$ cat src/logic/asx_pkg.sv
// Purpose: Shared constants and types for the subtract/xor/swap execution datapath
// Assumes: One clock (aclk, 250 MHz), synchronous active-low reset
// Notes:   Register map sits behind an AXI4-Lite slave
// Contract
// - Subtract accumulator from 7-bit-addressed file register
// - Subtract sets carry and digit-carry as no-borrow
// - Destination bit 0 writes accumulator, 1 writes file
// - Literal xor always writes accumulator, zero flag only
// - Nibble swap exchanges halves, flags untouched
// - File xor goes to destination, zero flag only
package asx_pkg;

    localparam int DATA_W      = 8;
    localparam int FADDR_W     = 7;
    localparam int FILE_DEPTH  = 128;
    localparam int AXI_AW      = 12;

    // Register byte offsets
    localparam logic [11:0] OFF_CTRL   = 12'h000;  // write: start op; read: busy
    localparam logic [11:0] OFF_INSTR  = 12'h004;  // op, dest, addr, literal
    localparam logic [11:0] OFF_ACC    = 12'h008;  // working accumulator
    localparam logic [11:0] OFF_STATUS = 12'h00c;  // carry, digit carry, zero
    localparam logic [11:0] OFF_FADDR  = 12'h010;  // file window address
    localparam logic [11:0] OFF_FDATA  = 12'h014;  // file window data

    // Instruction register fields
    localparam int INS_OP_LSB   = 0;   // 2 bits
    localparam int INS_DEST_BIT = 2;
    localparam int INS_ADDR_LSB = 8;   // 7 bits
    localparam int INS_LIT_LSB  = 16;  // 8 bits

    // Status register fields
    localparam int ST_CARRY       = 0;
    localparam int ST_DIGIT_CARRY = 1;
    localparam int ST_ZERO        = 2;

    localparam logic [7:0] ACC_RESET = 8'h00;
    localparam logic [1:0] RESP_OKAY   = 2'h0;
    localparam logic [1:0] RESP_SLVERR = 2'h2;

    typedef enum logic [1:0] {
        OP_SUB_ACC_FROM_FILE,
        OP_XOR_LITERAL_INTO_ACC,
        OP_XOR_ACC_WITH_FILE,
        OP_NIBBLE_SWAP_FILE
    } asx_op_t;

    typedef struct packed {
        asx_op_t           op;
        logic              dest_file;
        logic [FADDR_W-1:0] addr;
        logic [DATA_W-1:0] literal;
    } asx_instr_t;

    typedef struct packed {
        logic carry;
        logic digit_carry_flag;
        logic zero;
    } asx_flags_t;

endpackage

$ cat src/logic/asx_alu_top.sv
// Purpose: Execution datapath for subtract, xor and nibble swap with AXI4-Lite access
// Assumes: Operations are launched by software through the control register
// Notes:   An operation takes two cycles: fetch file, then compute and write back in one
//          Busy reads back as CTRL bit 0 until the write-back edge has passed
//          Window, instruction and start writes are ignored while busy
//          Upper byte lanes are ignored for every byte-wide field except the instruction literal, which is taken from lane 2
//
// Local design decisions: the address map and the AXI4-Lite slave port.
`timescale 1ns/10ps
module asx_alu_top (
    input  wire logic        aclk,
    input  wire logic        aresetn,
    input  wire logic [11:0] s_axi_awaddr,
    input  wire logic        s_axi_awvalid,
    output logic             s_axi_awready,
    input  wire logic [31:0] s_axi_wdata,
    input  wire logic [3:0]  s_axi_wstrb,
    input  wire logic        s_axi_wvalid,
    output logic             s_axi_wready,
    output logic [1:0]       s_axi_bresp,
    output logic             s_axi_bvalid,
    input  wire logic        s_axi_bready,
    input  wire logic [11:0] s_axi_araddr,
    input  wire logic        s_axi_arvalid,
    output logic             s_axi_arready,
    output logic [31:0]      s_axi_rdata,
    output logic [1:0]       s_axi_rresp,
    output logic             s_axi_rvalid,
    input  wire logic        s_axi_rready
);
    // Three steps: read the file, compute and write back, then idle
    typedef enum logic [1:0] {
        ST_IDLE,
        ST_FETCH,
        ST_EXEC
    } asx_state_t;

    // Architectural state and the operation being run
    asx_state_t          state_r;
    asx_pkg::asx_instr_t instr_r;
    asx_pkg::asx_flags_t flags_r;
    logic [7:0]          acc_r;
    logic [6:0]          win_addr_r;

    // Bus capture registers
    logic                aw_held_r;
    logic                w_held_r;
    logic [11:0]         awaddr_r;
    logic [31:0]         wdata_r;
    logic [3:0]          wstrb_r;
    logic                rd_pending_r;
    logic [11:0]         araddr_r;

    // File memory port nets
    logic [7:0] mem_rdata;
    logic       mem_we;
    logic [6:0] mem_waddr;
    logic [7:0] mem_wdata;
    logic [6:0] mem_raddr;

    // Bus decode strobes and datapath intermediates
    logic       do_write;
    logic       go_pulse;
    logic       sw_file_we;
    logic [7:0] result;
    logic [8:0] diff;
    logic [4:0] ldiff;

    // Zero test shared by every flag-updating op
    function automatic logic is_zero(input logic [7:0] v);
        return (v == 8'h00);
    endfunction

    // Byte-lane merge for writes to byte-wide fields
    // Only lane 0 is looked at; the upper lanes cannot reach the accumulator
    function automatic logic [7:0] lane0(input logic [7:0] old, input logic [31:0] d, input logic [3:0] s);
        return s[0] ? d[7:0] : old;
    endfunction

    // File array; its registered read is why a fetch cycle comes before exec
    asx_file_mem #(
        .DW    (asx_pkg::DATA_W),
        .AW    (asx_pkg::FADDR_W),
        .DEPTH (asx_pkg::FILE_DEPTH)
    ) u_mem (
        .aclk  (aclk),
        .we    (mem_we),
        .waddr (mem_waddr),
        .wdata (mem_wdata),
        .raddr (mem_raddr),
        .rdata (mem_rdata)
    );

    // Write transaction fires once both address and data are held and no response pending
    // Waiting on a free response slot gives exactly one write effect per response
    assign do_write   = aw_held_r && w_held_r && !s_axi_bvalid;
    assign go_pulse   = do_write && (awaddr_r == asx_pkg::OFF_CTRL) && wstrb_r[0] && wdata_r[0]
                        && (state_r == ST_IDLE);
    assign sw_file_we = do_write && (awaddr_r == asx_pkg::OFF_FDATA) && wstrb_r[0]
                        && (state_r == ST_IDLE);

    // Read port follows the instruction while busy, the window otherwise
    // Switching early lets the fetch cycle absorb the one-cycle memory latency
    assign mem_raddr = (state_r == ST_IDLE) ? win_addr_r : instr_r.addr;

    // Arithmetic: carry and digit carry are the no-borrow outputs of the subtraction
    // The top bit of each difference is the borrow out of that width
    assign diff  = {1'b0, mem_rdata} - {1'b0, acc_r};
    assign ldiff = {1'b0, mem_rdata[3:0]} - {1'b0, acc_r[3:0]};

    // Result select per operation
    // Swap is the default arm so every op code yields a result
    always_comb begin
        case (instr_r.op)
            asx_pkg::OP_SUB_ACC_FROM_FILE:    result = diff[7:0];
            asx_pkg::OP_XOR_LITERAL_INTO_ACC: result = acc_r ^ instr_r.literal;
            asx_pkg::OP_XOR_ACC_WITH_FILE:    result = acc_r ^ mem_rdata;
            default:                          result = {mem_rdata[3:0], mem_rdata[7:4]};
        endcase
    end

    // File write: datapath writeback in exec, otherwise software window
    // Window writes are refused while busy, so the two sources never collide
    always_comb begin
        if (state_r == ST_EXEC) begin
            // Literal xor has no file operand and never writes the file
            mem_we    = instr_r.dest_file && (instr_r.op != asx_pkg::OP_XOR_LITERAL_INTO_ACC);
            mem_waddr = instr_r.addr;
            mem_wdata = result;
        end else begin
            mem_we    = sw_file_we;
            mem_waddr = win_addr_r;
            mem_wdata = wdata_r[7:0];
        end
    end

    // Sequencer; fetch cycle covers the registered memory read
    // Exec always falls back to idle, so launches are at least three cycles apart
    always_ff @(posedge aclk) begin
        if (!aresetn) begin
            state_r <= ST_IDLE;
        end else begin
            case (state_r)
                ST_IDLE:  state_r <= go_pulse ? ST_FETCH : ST_IDLE;
                ST_FETCH: state_r <= ST_EXEC;
                default:  state_r <= ST_IDLE;
            endcase
        end
    end

    // Accumulator: ops write it when destination is 0; literal xor always does
    // Write back beats a software write landing in the same cycle
    always_ff @(posedge aclk) begin
        if (!aresetn) begin
            acc_r <= asx_pkg::ACC_RESET;
        end else if (state_r == ST_EXEC) begin
            // Literal xor ignores the destination bit
            if (instr_r.op == asx_pkg::OP_XOR_LITERAL_INTO_ACC || !instr_r.dest_file) begin
                acc_r <= result;
            end
        end else if (do_write && awaddr_r == asx_pkg::OFF_ACC) begin
            acc_r <= lane0(acc_r, wdata_r, wstrb_r);
        end
    end

    // Flags: swap leaves all alone, xors touch zero only
    // Software may preset the flags; a write during exec is dropped
    always_ff @(posedge aclk) begin
        if (!aresetn) begin
            flags_r <= '0;
        end else if (state_r == ST_EXEC) begin
            case (instr_r.op)
                asx_pkg::OP_SUB_ACC_FROM_FILE: begin
                    // Inverted borrows: set when the accumulator does not exceed the file
                    flags_r.carry            <= ~diff[8];
                    flags_r.digit_carry_flag <= ~ldiff[4];
                    flags_r.zero             <= is_zero(result);
                end
                asx_pkg::OP_NIBBLE_SWAP_FILE: flags_r <= flags_r;
                default: flags_r.zero <= is_zero(result);
            endcase
        end else if (do_write && awaddr_r == asx_pkg::OFF_STATUS && wstrb_r[0]) begin
            // Field by field, so the member order of the carrier cannot scramble them
            flags_r.carry            <= wdata_r[asx_pkg::ST_CARRY];
            flags_r.digit_carry_flag <= wdata_r[asx_pkg::ST_DIGIT_CARRY];
            flags_r.zero             <= wdata_r[asx_pkg::ST_ZERO];
        end
    end

    // Instruction and window address registers; instruction frozen while busy
    // Partial strobes update only the fields whose byte lanes are enabled
    always_ff @(posedge aclk) begin
        if (!aresetn) begin
            instr_r    <= '0;
            win_addr_r <= '0;
        end else if (do_write && state_r == ST_IDLE) begin
            if (awaddr_r == asx_pkg::OFF_INSTR) begin
                if (wstrb_r[0]) begin
                    instr_r.op        <= asx_pkg::asx_op_t'(wdata_r[asx_pkg::INS_OP_LSB +: 2]);
                    instr_r.dest_file <= wdata_r[asx_pkg::INS_DEST_BIT];
                end
                if (wstrb_r[1]) begin
                    instr_r.addr <= wdata_r[asx_pkg::INS_ADDR_LSB +: 7];
                end
                if (wstrb_r[2]) begin
                    instr_r.literal <= wdata_r[asx_pkg::INS_LIT_LSB +: 8];
                end
            end else if (awaddr_r == asx_pkg::OFF_FADDR && wstrb_r[0]) begin
                // Only the low seven bits address the file
                win_addr_r <= wdata_r[6:0];
            end
        end
    end

    // AXI write address and data capture, either order
    // Ready pulses for one cycle; the master holds valid until it sees it
    // Addresses are forced to word alignment, so byte offsets inside a word alias
    always_ff @(posedge aclk) begin
        if (!aresetn) begin
            aw_held_r     <= 1'b0;
            w_held_r      <= 1'b0;
            s_axi_awready <= 1'b0;
            s_axi_wready  <= 1'b0;
            awaddr_r      <= '0;
            wdata_r       <= '0;
            wstrb_r       <= '0;
        end else begin
            s_axi_awready <= !aw_held_r && !s_axi_awready && s_axi_awvalid;
            s_axi_wready  <= !w_held_r && !s_axi_wready && s_axi_wvalid;
            if (s_axi_awvalid && s_axi_awready) begin
                aw_held_r <= 1'b1;
                awaddr_r  <= {s_axi_awaddr[11:2], 2'b00};
            end else if (do_write) begin
                aw_held_r <= 1'b0;
            end
            if (s_axi_wvalid && s_axi_wready) begin
                w_held_r <= 1'b1;
                wdata_r  <= s_axi_wdata;
                wstrb_r  <= s_axi_wstrb;
            end else if (do_write) begin
                w_held_r <= 1'b0;
            end
        end
    end

    // Write response; unmapped offsets answer SLVERR
    // The answer stands until bready; no further write takes effect until then
    always_ff @(posedge aclk) begin
        if (!aresetn) begin
            s_axi_bvalid <= 1'b0;
            s_axi_bresp  <= asx_pkg::RESP_OKAY;
        end else if (do_write) begin
            s_axi_bvalid <= 1'b1;
            s_axi_bresp  <= (awaddr_r <= asx_pkg::OFF_FDATA) ? asx_pkg::RESP_OKAY : asx_pkg::RESP_SLVERR;
        end else if (s_axi_bready) begin
            s_axi_bvalid <= 1'b0;
        end
    end

    // Read: address taken, then data one cycle later so file reads see registered memory
    // Unmapped offsets answer zero data with SLVERR
    always_ff @(posedge aclk) begin
        if (!aresetn) begin
            s_axi_arready <= 1'b0;
            rd_pending_r  <= 1'b0;
            araddr_r      <= '0;
            s_axi_rvalid  <= 1'b0;
            s_axi_rdata   <= '0;
            s_axi_rresp   <= asx_pkg::RESP_OKAY;
        end else begin
            s_axi_arready <= !s_axi_arready && !rd_pending_r && !s_axi_rvalid && s_axi_arvalid;
            if (s_axi_arvalid && s_axi_arready) begin
                rd_pending_r <= 1'b1;
                araddr_r     <= {s_axi_araddr[11:2], 2'b00};
            end else if (rd_pending_r) begin
                rd_pending_r <= 1'b0;
                s_axi_rvalid <= 1'b1;
                s_axi_rresp  <= asx_pkg::RESP_OKAY;
                // Busy reads as one from the start edge until exec is done
                if (araddr_r == asx_pkg::OFF_CTRL) begin
                    s_axi_rdata <= {31'h0, state_r != ST_IDLE};
                end else if (araddr_r == asx_pkg::OFF_INSTR) begin
                    // Same field layout as the write side
                    s_axi_rdata <= {8'h00, instr_r.literal, 1'b0, instr_r.addr, 5'h00,
                                    instr_r.dest_file, instr_r.op};
                end else if (araddr_r == asx_pkg::OFF_ACC) begin
                    s_axi_rdata <= {24'h0, acc_r};
                end else if (araddr_r == asx_pkg::OFF_STATUS) begin
                    s_axi_rdata <= {29'h0, flags_r.zero, flags_r.digit_carry_flag, flags_r.carry};
                end else if (araddr_r == asx_pkg::OFF_FADDR) begin
                    s_axi_rdata <= {25'h0, win_addr_r};
                end else if (araddr_r == asx_pkg::OFF_FDATA) begin
                    // The window address sat on the read port through the cycle the address was taken
                    s_axi_rdata <= {24'h0, mem_rdata};
                end else begin
                    s_axi_rdata <= 32'h0;
                    s_axi_rresp <= asx_pkg::RESP_SLVERR;
                end
            end else if (s_axi_rready) begin
                s_axi_rvalid <= 1'b0;
            end
        end
    end
endmodule

$ cat src/logic/asx_file_mem.sv
// Purpose: File register memory with one write port and registered read data
// Assumes: Single clock; read data valid one cycle after address
// Notes:   Contents are not reset, as in a real register file array
`timescale 1ns/10ps
module asx_file_mem #(
    parameter int DW    = 8,
    parameter int AW    = 7,
    parameter int DEPTH = 128
) (
    input  wire logic          aclk,
    input  wire logic          we,
    input  wire logic [AW-1:0] waddr,
    input  wire logic [DW-1:0] wdata,
    input  wire logic [AW-1:0] raddr,
    output logic      [DW-1:0] rdata
);
    logic [DW-1:0] mem [DEPTH];

    // Write port
    always_ff @(posedge aclk) begin
        if (we) begin
            mem[waddr] <= wdata;
        end
    end

    // Registered read port
    always_ff @(posedge aclk) begin
        rdata <= mem[raddr];
    end
endmodule

$ cat config.mk
export PLATFORM = sky130hd
export DESIGN_NAME = asx_alu_top
export DESIGN_NICKNAME = d
export VERILOG_FILES = /design/src/logic/asx_pkg.sv /design/src/logic/asx_alu_top.sv /design/src/logic/asx_file_mem.sv
export SDC_FILE = /design/constraint.sdc
export NUM_CORES = 2
export LEC_CHECK = 0
export ABC_AREA = 1
export BUFFER_PORTS_ARGS = -buffer_cell sky130_fd_sc_hd__clkbuf_2
export CORE_ASPECT_RATIO = 1.75
export CORE_MARGIN = 4
export CORE_UTILIZATION = 25
export CTS_CLUSTER_DIAMETER = 200
export CTS_CLUSTER_SIZE = 28
export DETAILED_ROUTE_END_ITERATION = 6
export GPL_TIMING_DRIVEN = 0
export SYNTH_ARGS = -nofsm -noshare
export SYNTH_HDL_FRONTEND = slang
export SYNTH_SLANG_ARGS = --single-unit
$ cat constraint.sdc
create_clock -name aclk -period 15.5 [get_ports aclk]
set_clock_uncertainty 0.15 [all_clocks]
set_input_delay 0.775 -clock aclk [delete_from_list [all_inputs] [get_ports aclk]]
set_output_delay 0.775 -clock aclk [all_outputs]
set_load 0.02 [all_outputs]
==> results.toml <==
[worst_setup_path]
cp-end-kind = "flip-flop"
crit_required_ns = 15.69
crit_path_start_kind = "flip-flop"
path_class = "reg -> reg"
arrival_ns = 4.86
worstPathMaxFanout = 10

[routing]
route.detailed.drc = 0
vias = 38227
dr.first_iter.drc_count = 3712
via_per_inst = 4.68
final_antenna_net_count = 0
routed_wirelength_um = 191000
wl_per_cell_um = 23.4
firstDrtPassIters = 6

[clock_tree]
clockBufferDepth = 3
cts_tree = "done"
holdBufCountCts = 0
cts.sinks = 1149
clkLatencyLatePin_ns = 0.71
postCtsSetupRepairBufs = 0
cts_made_buffers = 47
clkSlewWorstSetupHoldPaths_ns = 0.11
ctsResizeCount = 0
root_buffer = "clkbuf_16"
htree_levels = 2

[cells_and_area]
fin_cells = 8162
drive_above_1_share = 0.0768
final_nets = 5568
fillers = 21250
syn2layout_area_growth_pct = 11.5

[global_route]
grt_pass1_vias = 36759
grt_usage = 0.175
top_usage_layer = "met2"
grt_overflow = 0
grtUsageMet3 = 0.0294
grt_pass1_wl_um = 265000
grt_max_degree = 69
antenna_found_initial = 5
use_met1 = 0.165
met2_usage = 0.311

[synth]
synth-main-ff-cell = "edfxtp_1"
synthArstFlopShare = 0
synth-seq-cells = 1149
synth_edf_count = 1024
yosys.cell_types.count = 42
synth_area_per_cell_um2 = 9.64
synth.area.top_cells = "edfxtp_1 60%, nand3_1 10%, nand2_1 9.0%, inv_1 7.8%, dfxtp_1 4.9%"
synth.most_common_cell = "nand2_1"
synthCells = 5314
yosys_warnings = 0
ys_seq_area_frac = 0.649
synth_common_cells = "1228 x nand2_1, 1071 x inv_1, 1066 x nand3_1"
yosysTopAreaCell = "edfxtp_1"
synth_top_area_share = 0.600
syn-cell-area_um2 = 51200

[power_and_ir_drop]
cellPowerDensity_nw_per_um2 = 88.5
max-vdd-ir-drop_mv = 0.0891
p_leak_nw = 23.6

[worst_hold_path]
hold_class = "in -> reg"

[sta]
finalSetupTns_ns = 0
period_needed_ns = 4.67
fmax_mhz = 214
finalCritPeriodShare = 0.301
rsz0062_at_grt = "false"
hold_violations = 0
tightest_slew_ns = 1.47
relSlewSlack = 0.0197
finalSetupViolCount = 0
drv_slew = 0

[run_status]
outcome = "complete, no violations"

[placed_design]
placed_cells = 8089
hpwl_um = 142000
port_buffers = 82
routabilityCongestion = 1.02

[job]
cap_viol_max_count = 0

[floorplan]
ios = 108
die_h_um = 607
start_util = 0.252
die_area_um2 = 212000
core_region_area_um2 = 204000
rows = 219
fp.dieW_um = 350
==> metrics by stage <==
step	power (mW)	instance area (um^2)	hold WS, ns	utilization	worst slack [ns]
CTS	5.07	57100	0.108	0.281	10.95
detailed placement	3.56	55800	0.278	0.274	10.96
finish	5.06	57100	0.125	0.281	10.83
global placement	3.58	55000	0.265	0.270	-3.16
global route	5.18	57100	0.130	0.281	10.76
floorplan	3.50	51300	0.246	-	7.62
==> cells in the final DEF (no fill, tap or decap), types with 11 or more instances in the layout <==
| master | netlist | final |
|---|---|---|
| buf_4 | 35 | 35 |
| buf_2 | 186 | 186 |
| nor2_1 | 217 | 217 |
| dfxtp_1 | 125 | 125 |
| buf_12 | 0 | 17 |
| conb_1 | 1 | 11 |
| clkbuf_16 | 0 | 48 |
| clkbuf_2 | 0 | 82 |
| buf_1 | 11 | 11 |
| nand3_1 | 1066 | 1066 |
| buf_16 | 0 | 14 |
| inv_1 | 1071 | 1070 |
| a21oi_1 | 98 | 98 |
| nand2_1 | 1228 | 1227 |
| o21ai_0 | 112 | 106 |
| ha_1 | 14 | 14 |
| edfxtp_1 | 1024 | 1024 |
| clkbuf_1 | 44 | 60 |
==> routing by layer <==
metal,wire length (um),share of wire
met1,59300,0.31
met2,94900,0.50
met3,12900,0.068
met4,23600,0.12
met5,106,0.00056
==> flip-flops by register name (all words and copies together), names as in the netlist, 2 cells and up <==
register     flops
u_mem.mem     1024
s_axi_rdata     23
wdata_r         23
instr_r         18
araddr_r        10
awaddr_r        10
acc_r            8
u_mem.rdata      8
win_addr_r       7
flags_r          3
wstrb_r          3
state_r          2
==> where the power goes <==
group,switching [mW],internal (mW)
Sequential,0.00393,3.37
Combinational,0.0874,0.0355
Clock,0.981,0.583
Total,1.07,3.99
==> critical path, cell delays in order (launching register included) <==
cell and delay, ns:
dfxtp_1 0.43, inv_2 0.08, nor2_2 0.28, inv_2 0.13, o21ai_0 0.84, inv_1 0.15
nor2_1 0.14, inv_1 0.07, nor2_1 0.27, nand2_1 0.36, buf_2 0.47, nor2_1 0.91
==> worst paths after layout <==
kind                  from                to  slack (ns)  depth (start not counted)
max             state_r[1]  u_mem.mem[19][4]       10.83                         11
min          s_axi_awvalid     s_axi_awready        0.12                          3
max reg2reg     state_r[1]  u_mem.mem[19][4]       10.83                         11
min reg2reg   s_axi_wready      s_axi_wready        0.30                          1
==> cell families (layout without fill, tap and decap cells) <==
logic type | after synthesis | count (layout) | share of synthesized area
simple gates | 2554 | 2554 | 0.216
buf+inv | 1355 | 1536 | 0.107
flops | 1149 | 1149 | 0.649
compound gates | 240 | 240 | 0.0246
fa+ha+maj | 15 | 15 | 0.00381
other cells | 1 | 16 | 0.0000732
==> layout make-up <==
| cell class | instances | area, um^2 | area share |
|---|---|---|---|
| antenna | 5 | 12.5 | 0.000219 |
| buffer | 277 | 1410 | 0.0247 |
| clock buffer | 64 | 1260 | 0.0221 |
| clock inverter | 4 | 57.6 | 0.00101 |
| inverter | 1078 | 4050 | 0.0709 |
| multi-input combinational | 2820 | 12600 | 0.221 |
| sequential | 1149 | 33300 | 0.582 |
| tap | 2652 | 3320 | 0.0581 |
| timing repair buffer | 113 | 1140 | 0.0199 |
Note: power is estimated with default switching activity, not from simulation.
